===== src/sync_serial_port_map.vh =====
// constants shared by the synchronous serial port design
`ifndef SYNC_SERIAL_PORT_MAP_VH
`define SYNC_SERIAL_PORT_MAP_VH

// ****************************************************************
// clock and bit-rate limits
// ****************************************************************
`define CLK_SYS_HZ        50000000
`define MAX_BAUD_HZ       8000000
// least half bit period in clock cycles, rounded up
`define MIN_HALF_CYC      ((`CLK_SYS_HZ + 2 * `MAX_BAUD_HZ - 1) / (2 * `MAX_BAUD_HZ))
// smallest reload that the divider will accept
`define MIN_RELOAD        (16'h0000 + `MIN_HALF_CYC - 1)

// ****************************************************************
// word format
// ****************************************************************
`define WORD_W            16
`define WIDTH_CODE_MIN    4'h1
`define RX_RESET_VAL      16'h0000
`define TX_IDLE_VAL       16'h0000

`endif


===== src/hs_baud_gen.v =====
// reloadable 16-bit divider producing half-bit ticks for the serial clock
`include "sync_serial_port_map.vh"

module hs_baud_gen (
    // clock and reset
    input  wire        clk_sys,
    input  wire        rstn,
    // control
    input  wire        run,      // count only while a word is shifting
    input  wire [15:0] reload,   // divider reload value
    // tick out
    output reg         tick_ff   // one-cycle pulse every max(reload, MIN_RL)+1 cycles
);

    reg  [15:0] cnt_ff;          // down counter
    reg  [15:0] eff_reload;      // reload after the rate ceiling
    // floor worked out at full width, then cut to the counter width
    localparam [31:0] MIN_RL_W = `MIN_RELOAD;
    localparam [15:0] MIN_RL   = MIN_RL_W[15:0];

    // ****************************************************************
    // rate ceiling: small reloads are raised so the link never exceeds
    // the top bit rate; this also covers the reserved zero value
    // ****************************************************************
    always @* begin
        if (reload < MIN_RL) begin
            eff_reload = MIN_RL;
        end else begin
            eff_reload = reload;
        end
    end

    // ****************************************************************
    // divider: one tick per reload+1 cycles, two ticks per bit
    // ****************************************************************
    always @(posedge clk_sys or negedge rstn) begin
        if (!rstn) begin
            cnt_ff  <= 16'h0000;
            tick_ff <= 1'b0;
        end else if (!run) begin
            // hold at the reload so the first half bit is full length
            cnt_ff  <= eff_reload;
            tick_ff <= 1'b0;
        end else if (cnt_ff == 16'h0000) begin
            cnt_ff  <= eff_reload;
            tick_ff <= 1'b1;
        end else begin
            cnt_ff  <= cnt_ff - 16'h0001;
            tick_ff <= 1'b0;
        end
    end

endmodule


===== src/sync_serial_port.v =====
// two independent synchronous serial ports and their shift engine
`include "sync_serial_port_map.vh"

// ****************************************************************
// one serial port: shift engine, buffers and pin control
// ****************************************************************
module hs_sync_port_n (
    // clock and reset
    input  wire        clk_sys,
    input  wire        rstn,
    // configuration
    input  wire        en,          // port enable
    input  wire        master,      // 1: drive the shift clock
    input  wire        half_duplex, // 1: data line is open drain
    input  wire        cpol,        // idle level of the shift clock
    input  wire        cpha,        // 1: sample on the trailing edge
    input  wire        lsb_first,   // shift direction
    input  wire [3:0]  width_code,  // bits per word minus one, code 0 acts as 1
    input  wire [15:0] reload,      // baud divider reload
    // transmit buffer
    input  wire [15:0] tx_data,
    input  wire        tx_wr,       // one-cycle write strobe
    output reg         tx_full_ff,
    // receive buffer
    output reg  [15:0] rx_data_ff,
    output reg         rx_valid_ff,
    input  wire        rx_ack,      // one-cycle read strobe
    output reg         overrun_ff,
    output reg         busy_ff,
    // pins
    input  wire        sclk_in,
    output reg         sclk_out_ff,
    output reg         sclk_oe_n_ff,
    input  wire        sd_in,
    output reg         sd_out_ff,
    output reg         sd_oe_n_ff,
    input  wire        sel_n        // slave select, active low
);

    localparam [1:0] ST_IDLE  = 2'b01;
    localparam [1:0] ST_SHIFT = 2'b10;

    reg  [1:0]  state_ff;      // engine state
    reg  [15:0] tx_buf_ff;     // queued word
    reg  [15:0] tx_sh_ff;      // transmit shifter
    reg  [15:0] rx_sh_ff;      // receive shifter
    reg  [4:0]  cnt_ff;        // bits sampled so far
    reg  [2:0]  sclk_s_ff;     // clock synchroniser plus edge stage
    reg  [1:0]  sd_s_ff;       // data synchroniser
    reg  [1:0]  sel_s_ff;      // select synchroniser
    wire        tick;          // half-bit tick from divider
    reg  [3:0]  w;             // msb index of the word
    reg  [4:0]  nbits;         // bits per word
    reg         lead_ev;       // clock leaves idle level
    reg         trail_ev;      // clock returns to idle level
    reg         sample_ev;
    reg         shift_ev;
    reg  [15:0] rx_next;
    reg  [15:0] tx_next;
    reg  [4:0]  cnt_next;
    reg         done_ev;       // word complete
    reg         load_ev;       // take the queued word
    reg  [15:0] load_val;
    reg         out_bit;
    integer     i;

    // ****************************************************************
    // pin synchronisers: the second stage feeds all logic
    // ****************************************************************
    always @(posedge clk_sys or negedge rstn) begin
        if (!rstn) begin
            sclk_s_ff <= 3'h0;
            sd_s_ff   <= 2'h0;
            sel_s_ff  <= 2'h3;
        end else begin
            sclk_s_ff <= {sclk_s_ff[1:0], sclk_in};
            sd_s_ff   <= {sd_s_ff[0], sd_in};
            sel_s_ff  <= {sel_s_ff[0], sel_n};
        end
    end

    hs_baud_gen u_baud (
        .clk_sys (clk_sys),
        .rstn    (rstn),
        .run     (master && (state_ff == ST_SHIFT)),
        .reload  (reload),
        .tick_ff (tick)
    );

    // ****************************************************************
    // edge events and shifter next values
    // ****************************************************************
    always @* begin
        if (width_code < `WIDTH_CODE_MIN) begin
            w = `WIDTH_CODE_MIN;
        end else begin
            w = width_code;
        end
        nbits = {1'b0, w} + 5'h01;
        // master edges come from its own clock, slave edges from the pin
        if (master) begin
            lead_ev  = tick && (sclk_out_ff == cpol);
            trail_ev = tick && (sclk_out_ff != cpol);
        end else begin
            lead_ev  = (sclk_s_ff[1] != sclk_s_ff[2]) && (sclk_s_ff[2] == cpol);
            trail_ev = (sclk_s_ff[1] != sclk_s_ff[2]) && (sclk_s_ff[1] == cpol);
        end
        lead_ev   = lead_ev && (state_ff == ST_SHIFT);
        trail_ev  = trail_ev && (state_ff == ST_SHIFT);
        // phase picks which edge samples and which edge shifts
        sample_ev = cpha ? trail_ev : lead_ev;
        shift_ev  = (cpha ? lead_ev : trail_ev) && (cnt_ff != 5'h00);
        // receive shifter, both directions
        rx_next = rx_sh_ff;
        if (sample_ev) begin
            if (lsb_first) begin
                for (i = 0; i < 16; i = i + 1) begin
                    if (i == w) begin
                        rx_next[i] = sd_s_ff[1];
                    end else if (i < w) begin
                        rx_next[i] = rx_sh_ff[i + 1];
                    end else begin
                        rx_next[i] = 1'b0;
                    end
                end
            end else begin
                // bits above the word stay clear, as in lsb first
                rx_next = {rx_sh_ff[14:0], sd_s_ff[1]} & ~(16'hfffe << w);
            end
        end
        cnt_next = sample_ev ? cnt_ff + 5'h01 : cnt_ff;
        // master ends on the tick that returns the clock idle; slave at last sample
        if (master) begin
            done_ev = trail_ev && (cnt_next == nbits);
        end else begin
            done_ev = sample_ev && (cnt_next == nbits);
        end
        // transmit shifter
        tx_next = tx_sh_ff;
        if (shift_ev) begin
            tx_next = lsb_first ? (tx_sh_ff >> 1) : (tx_sh_ff << 1);
        end
        // load: master needs a queued word, slave loads on selection
        load_ev = 1'b0;
        if (en && (state_ff == ST_IDLE)) begin
            load_ev = master ? tx_full_ff : !sel_s_ff[1];
        end else if (en && !master && done_ev && !sel_s_ff[1]) begin
            load_ev = 1'b1;
        end
        // an empty buffer sends the idle pattern
        load_val = tx_full_ff ? tx_buf_ff : `TX_IDLE_VAL;
        if (load_ev) begin
            tx_next = load_val;
        end
        out_bit = lsb_first ? tx_next[0] : tx_next[w];
    end

    // ****************************************************************
    // engine: state, shifters and clock pin
    // ****************************************************************
    always @(posedge clk_sys or negedge rstn) begin
        if (!rstn) begin
            state_ff     <= ST_IDLE;
            tx_sh_ff     <= 16'h0000;
            rx_sh_ff     <= 16'h0000;
            cnt_ff       <= 5'h00;
            sclk_out_ff  <= 1'b0;
            sclk_oe_n_ff <= 1'b1;
            sd_out_ff    <= 1'b1;
            sd_oe_n_ff   <= 1'b1;
            busy_ff      <= 1'b0;
        end else begin
            tx_sh_ff <= tx_next;
            rx_sh_ff <= rx_next;
            sd_out_ff <= out_bit;
            // master drives the clock, slave releases it
            sclk_oe_n_ff <= !(en && master);
            // half duplex drives only zeros so lines can be shared
            if (!en || (!master && sel_s_ff[1])) begin
                sd_oe_n_ff <= 1'b1;
            end else if (half_duplex) begin
                sd_oe_n_ff <= out_bit;
            end else begin
                sd_oe_n_ff <= 1'b0;
            end
            case (state_ff)
                ST_IDLE: begin
                    sclk_out_ff <= cpol;
                    cnt_ff      <= 5'h00;
                    if (load_ev) begin
                        state_ff <= ST_SHIFT;
                        busy_ff  <= 1'b1;
                    end
                end
                ST_SHIFT: begin
                    if (master && tick) begin
                        sclk_out_ff <= !sclk_out_ff;
                    end
                    if (!en || (!master && sel_s_ff[1])) begin
                        // disable, or deselect of a slave, abandons the word
                        state_ff <= ST_IDLE;
                        busy_ff  <= 1'b0;
                    end else if (done_ev && !load_ev) begin
                        state_ff <= ST_IDLE;
                        busy_ff  <= 1'b0;
                        cnt_ff   <= 5'h00;
                    end else if (done_ev) begin
                        cnt_ff <= 5'h00;
                    end else begin
                        cnt_ff <= cnt_next;
                    end
                end
                default: begin
                    state_ff <= ST_IDLE;
                    busy_ff  <= 1'b0;
                end
            endcase
        end
    end

    // ****************************************************************
    // double buffers: a write or an arriving word wins over the clear
    // ****************************************************************
    always @(posedge clk_sys or negedge rstn) begin
        if (!rstn) begin
            tx_buf_ff   <= 16'h0000;
            tx_full_ff  <= 1'b0;
            rx_data_ff  <= `RX_RESET_VAL;
            rx_valid_ff <= 1'b0;
            overrun_ff  <= 1'b0;
        end else begin
            if (tx_wr) begin
                tx_buf_ff  <= tx_data;
                tx_full_ff <= 1'b1;
            end else if (load_ev) begin
                tx_full_ff <= 1'b0;
            end
            if (done_ev) begin
                rx_data_ff  <= rx_next;
                rx_valid_ff <= 1'b1;
                // an unread word lost to a newer one
                overrun_ff  <= rx_valid_ff && !rx_ack;
            end else if (rx_ack) begin
                rx_valid_ff <= 1'b0;
                overrun_ff  <= 1'b0;
            end
        end
    end

endmodule

// ****************************************************************
// top: two identical, independent serial ports
// ****************************************************************
// Notes on behaviour
// two identical independent serial ports
// full duplex, or half duplex sharing lines
// master drives shift clock, slave receives it
// programmable width, bit order, polarity, phase
// framing compatible with SPI devices
// transmit and receive each double buffered
// own 16-bit reloadable baud generator
// bit rate never above 8 Mbaud
// software avoids reload 0, 1 above 32MHz
// software uses reload 2 only up to 48MHz
// bit rate is clock over 2(reload+1); reloads below 3 are raised to 3, giving clock over 8
module sync_serial_port (
    // clock and reset
    input  wire        clk_sys,
    input  wire        rstn,
    // port 0 configuration
    input  wire        p0_en,
    input  wire        p0_master,
    input  wire        p0_half_duplex,
    input  wire        p0_cpol,
    input  wire        p0_cpha,
    input  wire        p0_lsb_first,
    input  wire [3:0]  p0_width_code,
    input  wire [15:0] p0_reload,
    // port 0 data
    input  wire [15:0] p0_tx_data,
    input  wire        p0_tx_wr,
    output wire        p0_tx_full,
    output wire [15:0] p0_rx_data,
    output wire        p0_rx_valid,
    input  wire        p0_rx_ack,
    output wire        p0_overrun,
    output wire        p0_busy,
    // port 0 pins
    input  wire        p0_sclk_in,
    output wire        p0_sclk_out,
    output wire        p0_sclk_oe_n,
    input  wire        p0_sd_in,
    output wire        p0_sd_out,
    output wire        p0_sd_oe_n,
    input  wire        p0_sel_n,
    // port 1 configuration
    input  wire        p1_en,
    input  wire        p1_master,
    input  wire        p1_half_duplex,
    input  wire        p1_cpol,
    input  wire        p1_cpha,
    input  wire        p1_lsb_first,
    input  wire [3:0]  p1_width_code,
    input  wire [15:0] p1_reload,
    // port 1 data
    input  wire [15:0] p1_tx_data,
    input  wire        p1_tx_wr,
    output wire        p1_tx_full,
    output wire [15:0] p1_rx_data,
    output wire        p1_rx_valid,
    input  wire        p1_rx_ack,
    output wire        p1_overrun,
    output wire        p1_busy,
    // port 1 pins
    input  wire        p1_sclk_in,
    output wire        p1_sclk_out,
    output wire        p1_sclk_oe_n,
    input  wire        p1_sd_in,
    output wire        p1_sd_out,
    output wire        p1_sd_oe_n,
    input  wire        p1_sel_n
);

    // both ports share nothing but the clock and reset
    hs_sync_port_n hs_sync_port_0 (
        .clk_sys (clk_sys), .rstn (rstn),
        .en (p0_en), .master (p0_master), .half_duplex (p0_half_duplex),
        .cpol (p0_cpol), .cpha (p0_cpha), .lsb_first (p0_lsb_first),
        .width_code (p0_width_code), .reload (p0_reload),
        .tx_data (p0_tx_data), .tx_wr (p0_tx_wr), .tx_full_ff (p0_tx_full),
        .rx_data_ff (p0_rx_data), .rx_valid_ff (p0_rx_valid),
        .rx_ack (p0_rx_ack), .overrun_ff (p0_overrun), .busy_ff (p0_busy),
        .sclk_in (p0_sclk_in), .sclk_out_ff (p0_sclk_out),
        .sclk_oe_n_ff (p0_sclk_oe_n), .sd_in (p0_sd_in),
        .sd_out_ff (p0_sd_out), .sd_oe_n_ff (p0_sd_oe_n),
        .sel_n (p0_sel_n)
    );

    hs_sync_port_n hs_sync_port_1 (
        .clk_sys (clk_sys), .rstn (rstn),
        .en (p1_en), .master (p1_master), .half_duplex (p1_half_duplex),
        .cpol (p1_cpol), .cpha (p1_cpha), .lsb_first (p1_lsb_first),
        .width_code (p1_width_code), .reload (p1_reload),
        .tx_data (p1_tx_data), .tx_wr (p1_tx_wr), .tx_full_ff (p1_tx_full),
        .rx_data_ff (p1_rx_data), .rx_valid_ff (p1_rx_valid),
        .rx_ack (p1_rx_ack), .overrun_ff (p1_overrun), .busy_ff (p1_busy),
        .sclk_in (p1_sclk_in), .sclk_out_ff (p1_sclk_out),
        .sclk_oe_n_ff (p1_sclk_oe_n), .sd_in (p1_sd_in),
        .sd_out_ff (p1_sd_out), .sd_oe_n_ff (p1_sd_oe_n),
        .sel_n (p1_sel_n)
    );

endmodule


===== config.mk =====
export PLATFORM = sky130hd
export DESIGN_NAME = sync_serial_port
export DESIGN_NICKNAME = d
export VERILOG_FILES = /design/src/hs_baud_gen.v /design/src/sync_serial_port.v
export VERILOG_INCLUDE_DIRS = /design/src
export SDC_FILE = /design/constraint.sdc
export NUM_CORES = 1
export LEC_CHECK = 0
export CELL_PAD_IN_SITES_DETAIL_PLACEMENT = 0
export CELL_PAD_IN_SITES_GLOBAL_PLACEMENT = 2
export CORE_MARGIN = 4
export CORE_UTILIZATION = 42
export CTS_BUF_LIST = sky130_fd_sc_hd__clkbuf_4 sky130_fd_sc_hd__clkbuf_8
export DETAILED_ROUTE_END_ITERATION = 12
export DONT_BUFFER_PORTS = 1
export GPL_TIMING_DRIVEN = 0
export HOLD_SLACK_MARGIN = 0.03
export PLACE_DENSITY_LB_ADDON = 0.1
export SLEW_MARGIN = 20
export SYNTH_ARGS = -nofsm -noshare
export SYNTH_HDL_FRONTEND = slang
export SYNTH_HIERARCHICAL = 1
export SYNTH_SLANG_ARGS = --single-unit
export TNS_END_PERCENT = 1

===== constraint.sdc =====
create_clock -name clk_sys -period 3.6 [get_ports clk_sys]
set_input_delay 0.72 -clock clk_sys [delete_from_list [all_inputs] [get_ports clk_sys]]
set_output_delay 0.72 -clock clk_sys [all_outputs]
set_load 0.02 [all_outputs]

==> flow_metrics.py <==
metrics = {
    "critical_path": {
        "slowest_stage": "mux2_4",
        "reg2reg_to": "hs_sync_port_1/sd_oe_n_ff",
        "path_max_fanout": 14,
        "cp-end-kind": "flop",
        "r2r_setup_slack_ns": 0.25,
        "crit_start": "p0_width_code[3]",
        "cp_data_arrival_time_ns": 3.92,
        "critPathKind": "input port to flop",
        "cpPeakStageDelay_ns": 0.35,
        "critical_path.cell_chain": "buf_8 -> nor3_4 -> or2_4 -> clkbuf_8 -> ha_4 -> ha_4 -> xor2_2 -> nand2b_1 -> mux2i_1 -> mux2_4 -> and4_4 -> buf_6 -> nor2_8 -> mux2_4 -> nor4_4 -> nor4b_1 -> a311o_1",
        "timing.rr.start": "hs_sync_port_1/sclk_s_ff[2]",
        "worst_ep_required_time_ns": 4.05,
        "cp-start-kind": "input port",
        "reg2reg_depth": 13,
    },
    "power_and_ir_drop": {
        "finalPower_w": 0.00633,
        "leakage_nw": 5.72,
        "power_frac_comb_pct": 16.7,
        "p_clk_share_pct": 38.1,
        "p_sw_w": 0.00184,
        "vdd_drop_max_uv": 272,
        "p_sw_share_pct": 29.1,
        "seqPwrFrac_pct": 45.2,
        "power.density_nw_per_um2": 478,
        "intPower_w": 0.00449,
    },
    "sta": {
        "rsz0062_at_grt": "true",
        "worst_slew_pin_slew_ns": 0.775,
        "max_slew_margin_pct": 48.2,
        "timing.fmax_mhz": 288,
        "final_hold_viol_count": 192,
        "finalCritPeriodShare_pct": 96.4,
        "setup_viol": 0,
        "whs_ns": -0.110,
        "min_period_ns": 3.47,
        "drv_slew": 0,
        "skew_ns": 0.0273,
    },
    "place": {
        "gp_congestion": 0.840,
        "io_buffers": 0,
        "dp_cells": 1573,
        "dp_hpwl_um": 22600,
    },
    "synth": {
        "ys_ff_latch": 204,
        "synth_compound_area_share_pct": 13.6,
        "synth_area_um2": 11700,
        "synth_xor_area_share_pct": 3.29,
        "yosys.area.top_type_share_pct": 41.0,
        "syn_inst": 1201,
        "avgSynthCellArea_um2": 9.75,
        "yosys.area_share.simple_pct": 17.4,
        "syn-num-nets": 1315,
        "async_flop_share_pct": 100,
        "synth_enable_flop_cells": 0,
        "muxShareOfSynthArea_pct": 15.8,
        "synth_top_area_cell": "dfrtp_1",
        "synth_ff_type": "dfrtp_1",
        "synth.yosys.seq_area_share_pct": 43.7,
        "ys_top_cells_by_area": "dfrtp_1, mux2_2, nand2_1",
        "synth_top_family_by_area": "simple AND/OR/NAND/NOR gates",
        "ys_types": 86,
        "ys.warnings.count": 6,
        "synthAdderAreaFrac_pct": 1.92,
    },
    "floorplan": {
        "die_x_um": 175,
        "core_um2": 27200,
        "io_pins": 144,
        "initial_core_util_pct": 43.1,
        "dieHeight_um": 175,
        "die_area_um2": 30600,
        "num_rows": 60,
    },
    "cells_and_area": {
        "layout_common_cells": "dfrtp_1, nand2_1, nor2_1",
        "layout.cells.non_filler": 1648,
        "area_delta_synth_final_pct": 13.0,
        "n_antenna_cell": 0,
        "final_common_cell": "dfrtp_1",
        "fillers": 2664,
        "nNetsFinal": 1362,
        "drive_gt1_share_pct": 20.8,
    },
    "min_path": {
        "holdCritPathClass": "input port to async pin",
    },
    "grt": {
        "grt_pass1_wl_um": 50900,
        "grt_overflow_total": 0,
        "grt_pass1_vias": 9059,
        "grt_max_degree": 205,
        "grt_usage_pct": 20.5,
        "antenna_found_initial": 2,
    },
    "clocking": {
        "clock_latency_ns": 0.53,
        "cts_buffers": 38,
        "cts.sinks": 204,
        "ctsRootBufferMaster": "clkbuf_8",
        "ctsLongestPathBuffers": 3,
        "h-tree-depth": 2,
        "cts.clk_slew.worst_paths_ns": 0.06,
        "cts_tree": "built",
    },
    "drt": {
        "drc": 0,
        "vias": 8939,
        "finalWirelength_um": 31500,
        "firstDrtPassIters": 5,
        "dr.first_iter.drc_count": 524,
        "wl_per_cell_um": 19.1,
        "final_antenna_net_count": 0,
        "routed_via_density": 5.42,
    },
    "job": {
        "maxCapViolCount": 0,
    },
    "run_status": {
        "status": "finished with violations",
        "violations": "negative hold slack",
    },
}
[power by group through the flow]
stage | logic [W] | registers (W) | clock network (W)
after floorplan | 0.000816 | 0.00281 | 0
after global placement | 0.00102 | 0.00290 | 0
after detailed placement | 0.00103 | 0.00290 | 0
after CTS | 0.00104 | 0.00286 | 0.00250
after global routing | 0.00118 | 0.00290 | 0.00261
final | 0.00105 | 0.00286 | 0.00241
[worst max-delay path: cells and delay by family]
family	cells	cell delay (ns)
simple gates	7	1.22
mux	3	0.70
buf+inv	3	0.45
fa+ha+maj	2	0.37
compound gates	1	0.28
xor+xnor	1	0.15
[routing by layer]
metal | GRT usage, % | vias to the layer above | routed length, um
met5 | 0 | - | 22
met4 | 5.07 | 4 | 578
met3 | 4.15 | 51 | 1540
met2 | 32.7 | 183 | 14600
met1 | 28.7 | 4332 | 14800
li1 | - | 4369 | -
[cell families (layout without fill, tap and decap cells)]
group / after synthesis / after routing
and+or+nand+nor: 414 / 415
AOI/OAI and AO/OA: 245 / 245
DFF: 204 / 204
muxes: 165 / 165
buffers and inverters: 111 / 185
xor gates and xnor gates: 44 / 44
adders and majority gates: 18 / 18
[what timing repair did]
item	in CTS	in global routing
setup endpoints to repair	12	20
pin swaps	1	10
buffers inserted	0	7
hold endpoints to repair	198	192
resized for setup	4	22
gates cloned	0	1
[cell usage after synthesis (4+ instances only)]
library cell and count:
nor2b_1 8, nor3_1 21, nand3b_1 4, a31oi_1 9
xor2_1 14, nor4_2 6, nor4b_1 4, nor4_1 9
a21oi_1 52, o31ai_1 15, nand2_1 170, inv_1 33
o22ai_1 7, a211oi_1 7, nor2_1 91, buf_2 8
nand2b_1 7, a22oi_1 6, dfrtp_1 192, nor3b_1 14
ha_1 18, dfstp_2 12, mux2_4 17, o21ai_0 90
and3_1 7, nand3_1 30, o211ai_1 6, mux2_2 84
a22o_1 7, nand4_1 11, xnor2_1 30, buf_1 6
clkbuf_1 54, mux2i_1 62
[area by class of cell]
class	instances	area (um2)	share of cell area, %
Sequential cell	204	5120	38.7
Inverter	36	135	1.02
Clock buffer	63	779	5.89
Tap cell	372	465	3.52
Buffer	74	400	3.02
Multi-Input combinational cell	887	6230	47.1
Timing Repair Buffer	7	52.6	0.397
Clock inverter	5	50.0	0.378
[flip-flops by register name, indices dropped and copies added (netlist names), 2 cells and up]
register                      flops
hs_sync_port_0/sel_s_ff           2
hs_sync_port_1/rx_data_ff        16
hs_sync_port_0/tx_buf_ff         16
hs_sync_port_0/cnt_ff             5
hs_sync_port_1/sel_s_ff           2
hs_sync_port_0/sclk_s_ff          3
hs_sync_port_1/rx_sh_ff          16
hs_sync_port_1/u_baud/cnt_ff     16
hs_sync_port_0/u_baud/cnt_ff     16
hs_sync_port_1/tx_sh_ff          16
hs_sync_port_0/tx_sh_ff          16
hs_sync_port_0/sd_s_ff            2
hs_sync_port_0/rx_data_ff        16
hs_sync_port_1/cnt_ff             5
hs_sync_port_1/sd_s_ff            2
hs_sync_port_0/rx_sh_ff          16
hs_sync_port_1/sclk_s_ff          3
hs_sync_port_1/tx_buf_ff         16
[worst max path at each step]
stage | end | slack (ns) | cells after the start
2_1_floorplan | hs_sync_port_0/sd_oe_n_ff | -0.14 | 17
4_1_cts | hs_sync_port_0/sd_oe_n_ff | -0.04 | 19
5_1_grt | hs_sync_port_1/sd_oe_n_ff | -0.02 | 14
6_report | hs_sync_port_0/sd_oe_n_ff | 0.13 | 17
3_5_place_dp | hs_sync_port_1/sd_oe_n_ff | -0.80 | 15
3_3_place_gp | hs_sync_port_1/sd_oe_n_ff | -0.81 | 15
[stage by stage]
stage	hold slack, ns	cell area (um2)	setup TNS (ns)	setup slack (ns)	utilization, %
2_1_floorplan	0.331	11800	-0.291	-0.139	-
3_3_place_gp	0.333	12300	-24.06	-0.808	45.2
3_5_place_dp	0.335	12300	-24.84	-0.798	45.2
4_1_cts	-0.149	13100	-0.0809	-0.0383	48.3
5_1_grt	-0.146	13200	-0.0224	-0.0224	48.7
6_report	-0.110	13200	0	0.131	48.7
Power figures use the tool's default switching activity.
